## src/rtl/pdw_pkg.sv

```systemverilog
// shared constants and types for the power-down and wakeup controller
package pdw_pkg;
    // register byte offsets on the bus
    localparam logic [7:0] OFF_CMD = 8'h00;
    localparam logic [7:0] OFF_STATUS = 8'h04;
    localparam logic [7:0] OFF_KEYWAKE = 8'h08;
    localparam logic [7:0] OFF_P1COND = 8'h0c;
    localparam logic [7:0] OFF_EXTWAKE = 8'h10;
    localparam logic [7:0] OFF_P0PU = 8'h14;
    localparam logic [7:0] OFF_P1PU = 8'h18;
    localparam logic [7:0] OFF_EXTCTRL = 8'h1c;
    localparam logic [7:0] OFF_CPUCTRL = 8'h20;
    localparam logic [7:0] OFF_CPUSTATE = 8'h24;
    // command register bits, each a one-shot instruction
    localparam int CMD_ARM = 0;
    localparam int CMD_CLK_SLEEP = 1;
    localparam int CMD_RAM_SLEEP = 2;
    localparam int CMD_VDROP_EN = 3;
    localparam int CMD_T3F_CLEAR = 4;
    localparam int CMD_T3F_SET = 5;
    localparam int CMD_WD_RESTART = 6;
    localparam int CMD_EXT0_CLEAR = 7;
    // wake configuration fields
    localparam int EXTW_ENABLE = 0;
    localparam int EXTW_EDGE = 1;
    localparam int EXTC_EDGE_RISE = 2;
    localparam int EXTC_RET_HIGH = 3;
    // cpu control register fields
    localparam int CPU_TMRA_LSB = 8;
    localparam int CPU_IRQ_EN = 12;
    localparam int CPU_CSEL_LSB = 13;
    // reset and reinit values
    localparam logic [2:0] STACK_INIT = 3'h7;
    localparam logic [1:0] CNT_SEL_INPUT = 2'h3;
    localparam logic [1:0] RESP_OKAY = 2'h0;
    localparam logic [1:0] RESP_SLVERR = 2'h2;
    typedef enum logic [1:0] {
        ST_RUN = 2'b00,
        ST_CLK_SLEEP = 2'b01,
        ST_RAM_SLEEP = 2'b10,
        ST_WAKE = 2'b11
    } pd_state_t;
endpackage

```

## src/rtl/wake_if.sv

```systemverilog
// wake configuration and wake results between controller and detector
`timescale 1ns/1ps
interface wake_if;
    logic [3:0] keywake_en;
    logic [3:0] p1_cond;
    logic [3:0] ext_cfg;
    logic ret_high;
    logic [3:0] p0;
    logic [3:0] p1;
    logic int_pin;
    logic wake;
    logic wake_int_level;
    modport ctl (output keywake_en, p1_cond, ext_cfg, ret_high, p0, p1, int_pin,
        input wake, wake_int_level);
    modport det (input keywake_en, p1_cond, ext_cfg, ret_high, p0, p1, int_pin,
        output wake, wake_int_level);
endinterface // wake_if
```

## src/rtl/power_down_wakeup_control.sv

```systemverilog
// power-down modes, wake sources, warm/cold start and register retention
//
// Behaviour
// - warm-start flag readable so software can skip on warm start
// - timer 3 flag keeps its value across clock-run sleep
// - wake reinitialises program position, carry and stack level
// - return from ram-hold sleep sets stack level to 7
// - config, pull-up, wake, timer, lcd, clock and drive registers kept
// - irq control pair, timer control a, ext irq flag, irq enable cleared
// - clock-run sleep keeps lcd and timer 3; ram-hold stops them
// - timers 1 and 2 state treated as undefined after return
// - unlisted state undefined after ram-hold; software reinitialises it
// - voltage-drop reset stays on in sleep only if enabled before
// - ram-hold sleep drives counter pin low, unless select bits 11
// - clock-run sleep ends on enabled external wake or timer 3 flag
// - ram-hold sleep ends only on external wake, never timer flag
// - wake, pull-up and ext irq registers written and read by transfer
// - key wake enabled per pin pair; port zero wakes on falling edge
// - port one wake by edge or level, polarity per pair
// - int pin return level in ext control, mode and enable in wake reg
// - wake by int pin return level does not set ext irq flag
// - timer 3 flag set by underflow or software; underflow ignored in ram-hold sleep
// - timer 3 flag already set at clock-run sleep entry wakes at once
// - pull-ups switched individually per pin of ports zero and one
// - sleep instruction is a no-op unless arm came immediately before
// - warm start restarts at address zero with warm flag set
// - cold start restarts at address zero with warm flag cleared
`timescale 1ns/1ps
module power_down_wakeup_control
    import pdw_pkg::*;
#(
    parameter int ADDR_W = 8
)
(
    input wire logic aclk,
    input wire logic aresetn,
    input wire logic [ADDR_W-1:0] s_axi_awaddr,
    input wire logic s_axi_awvalid,
    output logic s_axi_awready,
    input wire logic [31:0] s_axi_wdata,
    input wire logic [3:0] s_axi_wstrb,
    input wire logic s_axi_wvalid,
    output logic s_axi_wready,
    output logic [1:0] s_axi_bresp,
    output logic s_axi_bvalid,
    input wire logic s_axi_bready,
    input wire logic [ADDR_W-1:0] s_axi_araddr,
    input wire logic s_axi_arvalid,
    output logic s_axi_arready,
    output logic [31:0] s_axi_rdata,
    output logic [1:0] s_axi_rresp,
    output logic s_axi_rvalid,
    input wire logic s_axi_rready,
    input wire logic [3:0] port_zero,
    input wire logic [3:0] port_one,
    input wire logic ext_int_pin,
    input wire logic timer3_underflow,
    input wire logic timer_counter_out,
    input wire logic cold_reset,
    output logic [3:0] port0_pullup,
    output logic [3:0] port1_pullup,
    output logic osc_run,
    output logic lcd_on,
    output logic cpu_halt,
    output logic cpu_restart,
    output logic warm_flag,
    output logic combined_counter_pin_out,
    output logic combined_counter_pin_oe,
    output logic vdrop_reset_enable,
    output logic watchdog_restart,
    output logic ext0_irq_flag
);
    // decode needs the full eight-bit offset
    if (ADDR_W < 8)
    begin : g_addr_check
        $error("address too narrow for register map");
    end

    typedef struct packed {
        pd_state_t state;
        logic [8:0] sync1;
        logic [8:0] sync2;
        logic int_prev;
        logic aw_have;
        logic w_have;
        logic [7:0] awaddr;
        logic [15:0] wdata;
        logic [1:0] wstrb;
        logic awready;
        logic wready;
        logic bvalid;
        logic [1:0] bresp;
        logic arready;
        logic rvalid;
        logic [15:0] rdata;
        logic [1:0] rresp;
        logic armed;
        logic warm;
        logic t3f;
        logic ext0;
        logic irq_en;
        logic vdrop_en;
        logic from_ram;
        logic [3:0] keywake_en;
        logic [3:0] p1_cond;
        logic [3:0] ext_cfg;
        logic [3:0] p0_pu;
        logic [3:0] p1_pu;
        logic [3:0] ext_ctrl;
        logic [7:0] irq_pair;
        logic [3:0] tmr_a;
        logic [1:0] cnt_sel;
        logic [2:0] stack;
        logic carry;
        logic osc_run;
        logic lcd_on;
        logic cpu_halt;
        logic cpu_restart;
        logic cnt_out;
        logic cnt_oe;
        logic vdrop_rst_en;
        logic wd_restart;
    } ctl_t;

    localparam ctl_t RST_VAL = '{state: ST_RUN, stack: STACK_INIT, osc_run: 1'b1,
        lcd_on: 1'b1, cnt_oe: 1'b1, vdrop_rst_en: 1'b1, default: '0};

    ctl_t st;
    ctl_t next_st;
    wake_if wk ();

    // known register offsets; used by both read and write decode
    function automatic logic addr_ok(input logic [7:0] a);
        return a inside {OFF_CMD, OFF_STATUS, OFF_KEYWAKE, OFF_P1COND, OFF_EXTWAKE,
            OFF_P0PU, OFF_P1PU, OFF_EXTCTRL, OFF_CPUCTRL, OFF_CPUSTATE};
    endfunction

    // byte-lane merge for the low two lanes; upper lanes hold nothing
    function automatic logic [15:0] merge(input logic [15:0] old, input logic [15:0] nv,
        input logic [1:0] strb);
        return {strb[1] ? nv[15:8] : old[15:8], strb[0] ? nv[7:0] : old[7:0]};
    endfunction

    // register readback view, shared by all read paths
    function automatic logic [15:0] read_reg(input ctl_t s, input logic [7:0] a);
        case (a)
            OFF_STATUS: return {s.carry, s.stack, 2'b00, s.state, 1'b0, s.from_ram,
                s.armed, s.vdrop_en, s.irq_en, s.ext0, s.t3f, s.warm};
            OFF_KEYWAKE: return {12'h000, s.keywake_en};
            OFF_P1COND: return {12'h000, s.p1_cond};
            OFF_EXTWAKE: return {12'h000, s.ext_cfg};
            OFF_P0PU: return {12'h000, s.p0_pu};
            OFF_P1PU: return {12'h000, s.p1_pu};
            OFF_EXTCTRL: return {12'h000, s.ext_ctrl};
            OFF_CPUCTRL: return {1'b0, s.cnt_sel, s.irq_en, s.tmr_a, s.irq_pair};
            OFF_CPUSTATE: return {12'h000, s.carry, s.stack};
            default: return 16'h0000;
        endcase
    endfunction

    // configuration and synchronised pins to the detector
    assign wk.keywake_en = st.keywake_en;
    assign wk.p1_cond = st.p1_cond;
    assign wk.ext_cfg = st.ext_cfg;
    assign wk.ret_high = st.ext_ctrl[EXTC_RET_HIGH];
    assign wk.p0 = st.sync2[3:0];
    assign wk.p1 = st.sync2[7:4];
    assign wk.int_pin = st.sync2[8];

    wake_detect u_wake_detect (
        .aclk(aclk),
        .aresetn(aresetn),
        .wk(wk.det)
    );

    always_comb
    begin
        logic wr_go;
        logic [15:0] wv;
        logic [15:0] cmd;
        wr_go = 1'b0;
        wv = 16'h0000;
        cmd = 16'h0000;
        next_st = st;
        // two flops on every port and int pin before any logic sees it; timer and reset inputs are used directly
        next_st.sync1 = {ext_int_pin, port_one, port_zero};
        next_st.sync2 = st.sync1;
        next_st.int_prev = st.sync2[8];
        next_st.cpu_restart = 1'b0;
        next_st.wd_restart = 1'b0;

        // write channel: address and data taken in any order
        if (s_axi_awvalid && st.awready)
        begin
            next_st.aw_have = 1'b1;
            next_st.awaddr = s_axi_awaddr[7:0];
        end
        if (s_axi_wvalid && st.wready)
        begin
            next_st.w_have = 1'b1;
            next_st.wdata = s_axi_wdata[15:0];
            next_st.wstrb = s_axi_wstrb[1:0];
        end
        if (st.bvalid && s_axi_bready)
            next_st.bvalid = 1'b0;
        if (st.aw_have && st.w_have && !st.bvalid)
        begin
            wr_go = 1'b1;
            next_st.aw_have = 1'b0;
            next_st.w_have = 1'b0;
            next_st.bvalid = 1'b1;
            next_st.bresp = addr_ok(st.awaddr) ? RESP_OKAY : RESP_SLVERR;
        end
        next_st.awready = !next_st.aw_have && !next_st.bvalid;
        next_st.wready = !next_st.w_have && !next_st.bvalid;

        // read channel: one-cycle answer, unmapped answers slave error
        if (st.rvalid && s_axi_rready)
            next_st.rvalid = 1'b0;
        if (s_axi_arvalid && st.arready)
        begin
            next_st.rvalid = 1'b1;
            next_st.rdata = read_reg(st, s_axi_araddr[7:0]);
            next_st.rresp = addr_ok(s_axi_araddr[7:0]) ? RESP_OKAY : RESP_SLVERR;
        end
        next_st.arready = !next_st.rvalid;

        // register writes; only the transfer path reaches them
        if (wr_go)
        begin
            wv = merge(read_reg(st, st.awaddr), st.wdata, st.wstrb);
            // any write but a command write with the arm bit breaks the arm-then-sleep pair
            next_st.armed = 1'b0;
            case (st.awaddr)
                OFF_CMD:
                begin
                    cmd = st.wstrb[0] ? st.wdata : 16'h0000;
                    next_st.armed = cmd[CMD_ARM];
                end
                OFF_KEYWAKE: next_st.keywake_en = wv[3:0];
                OFF_P1COND: next_st.p1_cond = wv[3:0];
                OFF_EXTWAKE: next_st.ext_cfg = wv[3:0];
                OFF_P0PU: next_st.p0_pu = wv[3:0];
                OFF_P1PU: next_st.p1_pu = wv[3:0];
                OFF_EXTCTRL: next_st.ext_ctrl = wv[3:0];
                OFF_CPUCTRL:
                begin
                    next_st.irq_pair = wv[7:0];
                    next_st.tmr_a = wv[CPU_TMRA_LSB +: 4];
                    next_st.irq_en = wv[CPU_IRQ_EN];
                    next_st.cnt_sel = wv[CPU_CSEL_LSB +: 2];
                end
                OFF_CPUSTATE:
                begin
                    next_st.stack = wv[2:0];
                    next_st.carry = wv[3];
                end
                default: ;
            endcase
        end

        // enable is one-shot; only aresetn takes it back, a cold start leaves it set
        if (cmd[CMD_VDROP_EN])
            next_st.vdrop_en = 1'b1;
        if (cmd[CMD_WD_RESTART])
            next_st.wd_restart = 1'b1;

        // flag clears first so that a same-cycle set wins
        if (cmd[CMD_T3F_CLEAR])
            next_st.t3f = 1'b0;
        if (cmd[CMD_T3F_SET] || (timer3_underflow && st.state != ST_RAM_SLEEP))
            next_st.t3f = 1'b1;
        if (cmd[CMD_EXT0_CLEAR])
            next_st.ext0 = 1'b0;
        if (st.state == ST_RUN && (st.ext_ctrl[EXTC_EDGE_RISE]
                ? (!st.int_prev && st.sync2[8]) : (st.int_prev && !st.sync2[8])))
            next_st.ext0 = 1'b1;

        // power-down sequencing
        case (st.state)
            ST_RUN:
            begin
                if (st.armed && cmd[CMD_RAM_SLEEP])
                    next_st.state = ST_RAM_SLEEP;
                else if (st.armed && cmd[CMD_CLK_SLEEP])
                    next_st.state = ST_CLK_SLEEP;
            end
            ST_CLK_SLEEP:
            begin
                // a flag left set at entry wakes at once
                if (wk.wake || st.t3f)
                    next_st.state = ST_WAKE;
                next_st.from_ram = 1'b0;
            end
            ST_RAM_SLEEP:
            begin
                // oscillator is stopped, so the timer flag cannot end this
                if (wk.wake)
                    next_st.state = ST_WAKE;
                // outputs already show the ram-hold state, so mark the mode here
                next_st.from_ram = 1'b1;
            end
            ST_WAKE:
            begin
                // restart from address zero with the warm flag up
                next_st.state = ST_RUN;
                next_st.cpu_restart = 1'b1;
                next_st.warm = 1'b1;
                next_st.stack = STACK_INIT;
                next_st.carry = 1'b0;
                // interrupt side reinitialised; level return never flags it
                next_st.irq_pair = 8'h00;
                next_st.tmr_a = 4'h0;
                next_st.ext0 = 1'b0;
                next_st.irq_en = 1'b0;
                // config, pull-up and wake registers are left untouched
                next_st.armed = 1'b0;
            end
            default: next_st.state = ST_RUN;
        endcase

        // watchdog or voltage-drop reset is a cold start
        if (cold_reset)
        begin
            next_st.state = ST_RUN;
            next_st.warm = 1'b0;
            next_st.cpu_restart = 1'b1;
            next_st.armed = 1'b0;
        end

        // pin and clock outputs follow the state being entered
        next_st.osc_run = next_st.state != ST_RAM_SLEEP;
        next_st.lcd_on = next_st.state != ST_RAM_SLEEP;
        next_st.cpu_halt = next_st.state inside {ST_CLK_SLEEP, ST_RAM_SLEEP};
        next_st.vdrop_rst_en = !next_st.cpu_halt || next_st.vdrop_en;
        if (next_st.cnt_sel == CNT_SEL_INPUT)
        begin
            next_st.cnt_oe = 1'b0;
            next_st.cnt_out = 1'b0;
        end
        else
        begin
            next_st.cnt_oe = 1'b1;
            next_st.cnt_out = (next_st.state == ST_RAM_SLEEP) ? 1'b0 : timer_counter_out;
        end
    end

    always_ff @(posedge aclk)
    begin
        if (!aresetn)
            st <= RST_VAL;
        else
            st <= next_st;
    end

    // every output straight from the state flops
    assign s_axi_awready = st.awready;
    assign s_axi_wready = st.wready;
    assign s_axi_bresp = st.bresp;
    assign s_axi_bvalid = st.bvalid;
    assign s_axi_arready = st.arready;
    assign s_axi_rdata = {16'h0000, st.rdata};
    assign s_axi_rresp = st.rresp;
    assign s_axi_rvalid = st.rvalid;
    assign port0_pullup = st.p0_pu;
    assign port1_pullup = st.p1_pu;
    assign osc_run = st.osc_run;
    assign lcd_on = st.lcd_on;
    assign cpu_halt = st.cpu_halt;
    assign cpu_restart = st.cpu_restart;
    assign warm_flag = st.warm;
    assign combined_counter_pin_out = st.cnt_out;
    assign combined_counter_pin_oe = st.cnt_oe;
    assign vdrop_reset_enable = st.vdrop_rst_en;
    assign watchdog_restart = st.wd_restart;
    assign ext0_irq_flag = st.ext0;
endmodule // power_down_wakeup_control

```

## src/rtl/wake_detect.sv

```systemverilog
// key-on and interrupt-pin wake condition detector
`timescale 1ns/1ps
module wake_detect
    import pdw_pkg::*;
(
    input wire logic aclk,
    input wire logic aresetn,
    wake_if.det wk
);
    typedef struct packed {
        logic [3:0] p0_prev;
        logic [3:0] p1_prev;
        logic int_prev;
        logic wake;
        logic int_level;
    } det_t;
    det_t st;
    det_t next_st;

    // pairs of pins share one enable bit
    function automatic logic pair_en(input logic [3:0] en, input int pin);
        return en[pin / 2];
    endfunction

    // per-pin conditions, or-ed into one registered wake request
    always_comb
    begin
        logic hit;
        logic pol;
        logic lvl;
        hit = 1'b0;
        pol = 1'b0;
        lvl = 1'b0;
        next_st = st;
        next_st.p0_prev = wk.p0;
        next_st.p1_prev = wk.p1;
        next_st.int_prev = wk.int_pin;
        for (int i = 0; i < 4; i++)
        begin
            // port zero wakes on high to low only
            if (pair_en(wk.keywake_en, i) && st.p0_prev[i] && !wk.p0[i])
                hit = 1'b1;
            pol = wk.p1_cond[2 * (i / 2)];
            lvl = wk.p1_cond[2 * (i / 2) + 1];
            if (pair_en(wk.keywake_en, i + 4))
            begin
                if (lvl ? (wk.p1[i] == pol)
                        : (pol ? (!st.p1_prev[i] && wk.p1[i])
                               : (st.p1_prev[i] && !wk.p1[i])))
                    hit = 1'b1;
            end
        end
        // interrupt pin: level from ext control, edge/level and enable here
        next_st.int_level = 1'b0;
        if (wk.ext_cfg[EXTW_ENABLE])
        begin
            if (!wk.ext_cfg[EXTW_EDGE])
            begin
                if (wk.int_pin == wk.ret_high)
                begin
                    hit = 1'b1;
                    next_st.int_level = 1'b1;
                end
            end
            else if (wk.ret_high ? (!st.int_prev && wk.int_pin)
                                 : (st.int_prev && !wk.int_pin))
                hit = 1'b1;
        end
        next_st.wake = hit;
    end

    always_ff @(posedge aclk)
    begin
        if (!aresetn)
            st <= '0;
        else
            st <= next_st;
    end

    assign wk.wake = st.wake;
    assign wk.wake_int_level = st.int_level;
endmodule // wake_detect

```

## config.mk

```make
export PLATFORM = sky130hd
export DESIGN_NAME = power_down_wakeup_control
export DESIGN_NICKNAME = d
export VERILOG_FILES = /design/src/rtl/pdw_pkg.sv /design/src/rtl/wake_if.sv /design/src/rtl/power_down_wakeup_control.sv /design/src/rtl/wake_detect.sv
export SDC_FILE = /design/constraint.sdc
export NUM_CORES = 1
export LEC_CHECK = 0
export BUFFER_PORTS_ARGS = -buffer_cell sky130_fd_sc_hd__buf_2
export CAP_MARGIN = 0
export CELL_PAD_IN_SITES_DETAIL_PLACEMENT = 1
export CELL_PAD_IN_SITES_GLOBAL_PLACEMENT = 1
export CORE_AREA = 5 5 126 128
export DETAILED_ROUTE_END_ITERATION = 10
export DIE_AREA = 0 0 131 133
export GPL_ROUTABILITY_DRIVEN = 0
export PLACE_DENSITY = 0.9
export SKIP_CTS_REPAIR_TIMING = 1
export SKIP_LAST_GASP = 1
export SLEW_MARGIN = 10
export SYNTH_ARGS = -nofsm -noshare
export SYNTH_HDL_FRONTEND = slang
export SYNTH_SLANG_ARGS = --single-unit
```

## constraint.sdc

```tcl
create_clock -name aclk -period 3.5 [get_ports aclk]
set_input_delay 0.35 -clock aclk [delete_from_list [all_inputs] [get_ports aclk]]
set_output_delay 0.35 -clock aclk [all_outputs]
set_load 0.03 [all_outputs]
```

==> results by stage <==
Outcome:
- The flow ran to the end, and the final reports show no timing, DRC or antenna violations.

STA:
- Across the routed clock network, the largest skew measured is approximately 0.0095 ns.
- The smallest clock period supported by the final layout is computed as around 2.7 ns.
- The achievable frequency is ~360 MHz.
- The transition at the pin with the smallest max-transition slack is around 1.0 ns.
- Setup slack closes at 0.756 ns.
- The hold violation count in the final report is 0.
- The max-slew violation count is 0.
- Adding up every negative setup slack in the final design gives 0 ns.
- The worst slew margin relative to its limit is 0.302.
- In the finished design, the share of the clock period the worst path needs comes to 0.784.
- Setup violations remaining at the end of the flow were counted as 0.
- Setup repair after global routing left no endpoint under its margin.

Setup path:
- The worst setup path is of the reg -> reg kind.
- Counting cells, the worst reg-to-reg path comes to 8.
- The worst setup path is captured at a flip-flop.
- Of all nets on the critical path, the largest fanout is 14.
- Across all register-to-register paths, the minimum setup slack is ~0.76 ns.
- STA classifies the critical path startpoint as a flip-flop.
- The data required time at the worst endpoint is about 3.8 ns.
- The endpoint identified for the worst register-to-register timing path is vdrop_reset_enable$_SDFF_PN1_.
- The arrival time reported for the critical path endpoint is roughly 3 ns.
- In this run the critical register-to-register path is launched from st[104]$_SDFFE_PN0P_.

Power and ir drop:
- Dividing total power by cell area gives a power density of 516 mW/mm^2.
- In this run the static leakage power is 2.77 nW.
- The worst-case vdd ir drop is ~0.00033 V.

Yosys:
- The synthesized netlist occupies a cell area of roughly 0.0063 mm^2.
- The synthesis-stage register bit count is approximately 140.
- The cell count after synthesis is 721.
- Yosys printed 0 warnings.
- The number of unique standard cell types used by synthesis is 69.
- Averaged over all synthesized cells, the footprint is slightly below 9 um^2.
- The number of flops mapped to enable cells by yosys is 0.
- In the synthesized netlist the async set-or-reset flop fraction comes to 0.
- The most used flip-flop cell after synthesis is dfxtp_1.
- The share of synthesized area occupied by flip-flops and latches is 0.434.

Finish:
- The repair_antennas step left the layout with diodes totalling 0.
- In the final design database the tool counted approximately 850 nets.
- From synthesis to final layout, the design area changed by 13.7%.
- In the final layout, the share of cells above drive strength 1 is 0.208.
- The finished cells cover approximately 0.0071 mm^2.

Detailed routing:
- Using the TritonRoute via totals, the vias-per-cell ratio works out to roughly 5.7.
- Dividing the detail-routed wire length by the instance count gives between 15 and 20 um.
- After detailed routing, the number of remaining DRC violations is 0.
- In this run, the number of DRC markers left after iteration 0 of detailed routing was ~430.
- Once detail routing completed, the nets flagged for antenna violations numbered 0.
- The final layout contains routed wiring with a total length of about 19 mm.
- The overall via count from detail_route is ~5,500.
- The detailed-routing iteration count for the pre-antenna-repair pass is 5.

Clock network:
- The number of buffers created by CTS is 17.
- The TritonCTS clock tree is built.
- The H-tree depth is 4.
- At the later pin of the worst-skew pair, clock insertion delay measures about 0.43 ns.
- No sink is reached through more buffers than the 2 on the longest clock path.
- After clock tree synthesis, the clock-pin slew on the worst setup and hold paths is 0.06 ns.
- The total clock sinks is ~140.
- The cell sitting at the root of the clock tree is a clkbuf_16.

Flow run:
- The tool flagged a number of max-cap violations equal to 0.

Die:
- For this configuration, the core starts out at a cell density of 0.425.
- 130 I/O pins were placed.
- The core region is between 0.01 and 0.015 mm^2.
- The floorplan has 45 rows.
- The overall die height is between 100 and 150 um.
- The floorplan step set the die width to around 130 um.
- The die covers ~0.017 mm^2.

Global routing:
- Entering global routing, the biggest net connects 70 pins.
- The initial antenna violation count is 0.
- The via count of the first global-routing pass is between 5,000 and 6,000.
- For this run, the total global-route usage over all layers was measured as 0.213.
- The first global-routing pass estimated approximately 29 mm of wire.
- For this run the aggregate overflow at the end of global routing stands at 0.

Worst hold path:
- The number of stages on the worst hold path is 2.
- The worst hold-check path type is in -> reg.
- In this run the most critical hold path is launched from port_zero[1].
- The worst hold path terminates at next_st[112]$_SDFF_PN0_.

Placement:
- The placement-stage worst setup slack is between 0.9 and 1 ns.
- The estimated wirelength of the detail-placed design is roughly 13 mm.
- Summing all placed instances gives a cell area of about 0.0066 mm^2.
- The number of buffers added on ports is 92.
flip-flops by register name (all words and copies together), names as in the netlist, 4 cells and up:
name / cells
st: 64
u_wake_detect.st: 9
port0_pullup: 4
port1_pullup: 4
next_st: 10
wk.p1_cond: 4
s_axi_rdata: 16
wk.ext_cfg: 4
wk.keywake_en: 4
synth_stat cells, drive strengths merged (2+ instances only):
library cell	count	area (um^2)
a32oi	4	35.0
and3	12	75.1
a41oi	2	17.5
clkbuf	24	90.1
o22ai	6	37.5
mux2i	10	100
buf	62	425
nor3b	2	15.0
inv	18	67.6
a2bb2oi	3	26.3
or3	2	12.5
nand2	103	387
dfxtp	136	2720
ha	7	87.6
nand3	48	258
o21a	2	15.0
o31ai	19	156
a21oi	61	324
mux2	7	78.8
and2	35	219
nor2b	6	37.5
a22oi	12	90.1
nand2b	6	37.5
a221o	2	21.3
nand3b	2	15.0
nor4	4	58.8
nor4b	4	77.6
o21ai	24	124
o311ai	4	35.0
nor2	36	135
a31oi	3	18.8
and4	2	17.5
o221ai	2	30.0
a221oi	9	78.8
o41ai	2	32.5
nor3	20	123
area by class of cell:
| cell class | instances | area [um^2] |
|---|---|---|
| clock buffers | 20 | 447 |
| clock inverters | 12 | 126 |
| fillers | 1782 | 7610 |
| inverters | 18 | 67.6 |
| multi-input cells | 498 | 3030 |
| flip-flops and latches | 136 | 2720 |
| well taps | 188 | 235 |
| repair buffers | 98 | 505 |
report_power, final:
group          internal [mW]  total [mW]  leakage, nW  switching (mW)
registers               1.59        1.63         1.11          0.0422
clock network           1.06        1.75        0.280           0.689
logic                 0.0958       0.300         1.39           0.204
total                   2.75        3.69         2.77           0.935
worst max path at each step:
| stage | start | end | slack, ns | depth (start not counted) |
|---|---|---|---|---|
| floorplan | s_axi_bvalid$_SDFF_PN0_ | vdrop_reset_enable$_SDFF_PN1_ | 1.51 | 9 |
| global placement | st[104]$_SDFFE_PN0P_ | vdrop_reset_enable$_SDFF_PN1_ | 1.08 | 8 |
| detailed placement | st[104]$_SDFFE_PN0P_ | vdrop_reset_enable$_SDFF_PN1_ | 0.92 | 8 |
| CTS | st[104]$_SDFFE_PN0P_ | vdrop_reset_enable$_SDFF_PN1_ | 0.83 | 8 |
| global route | st[104]$_SDFFE_PN0P_ | vdrop_reset_enable$_SDFF_PN1_ | 0.70 | 8 |
| finish | st[104]$_SDFFE_PN0P_ | vdrop_reset_enable$_SDFF_PN1_ | 0.76 | 8 |
worst max-delay path, stage by stage, from the launching register on:
cell      delay (ns)
dfxtp_1         0.48
nor4bb_1        0.56
and4_1          0.61
a31oi_1         0.19
o21ai_1         0.18
nand2b_1        0.08
ha_1            0.28
nor2_1          0.15
nand2_1         0.09
cells in the final DEF, fill, tap and decap left out, types with 4 or more instances in the layout:
master,netlist,routed
dfxtp_1,136,136
nand2_1,103,103
buf_2,10,92
a21oi_1,56,56
nand3_1,46,46
nor2_1,36,36
and2_1,35,35
o21ai_0,21,21
inv_1,18,18
nor3_1,18,18
o31ai_1,18,18
conb_1,1,18
clkbuf_16,0,17
and3_1,12,12
a22oi_1,12,12
mux2i_1,10,10
a221oi_1,9,9
mux2_2,7,7
ha_1,7,7
nand2b_1,6,6
nor2b_1,6,6
o22ai_1,6,6
buf_4,46,6
a21oi_2,5,5
clkinv_2,0,5
a32oi_1,4,4
o311ai_0,4,4
per-stage QoR:
step                      power, mW  utilization  cells  hold slack [ns]
after floorplan                1.89            -    738            0.412
after global placement         1.95        0.445    938            0.416
after detailed placement       1.96        0.445    938            0.420
after CTS                      3.70        0.484    970            0.113
after global routing           3.80        0.484    970            0.118
final                          3.69        0.484    970            0.127
logic make-up after synthesis:
family	count (synthesis)	share of synthesized area
AOI/OAI and AO/OA	167	0.184
adders and majority gates	7	0.0140
buffers and inverters	104	0.0929
DFF	136	0.434
muxes	18	0.0321
other	1	0.000598
and+or+nand+nor	288	0.243
per-layer routing:
layer | vias up | part of all wire | routed length, um | track usage
met3 | 54 | 0.077 | 1430 | 0.0525
met4 | 0 | 0.033 | 612 | 0.100
met2 | 213 | 0.47 | 8740 | 0.335
met5 | - | 0 | 0 | 0
met1 | 2672 | 0.42 | 7730 | 0.271
li1 | 2598 | - | - | -
No activity file was read; power rests on OpenSTA's default activity.
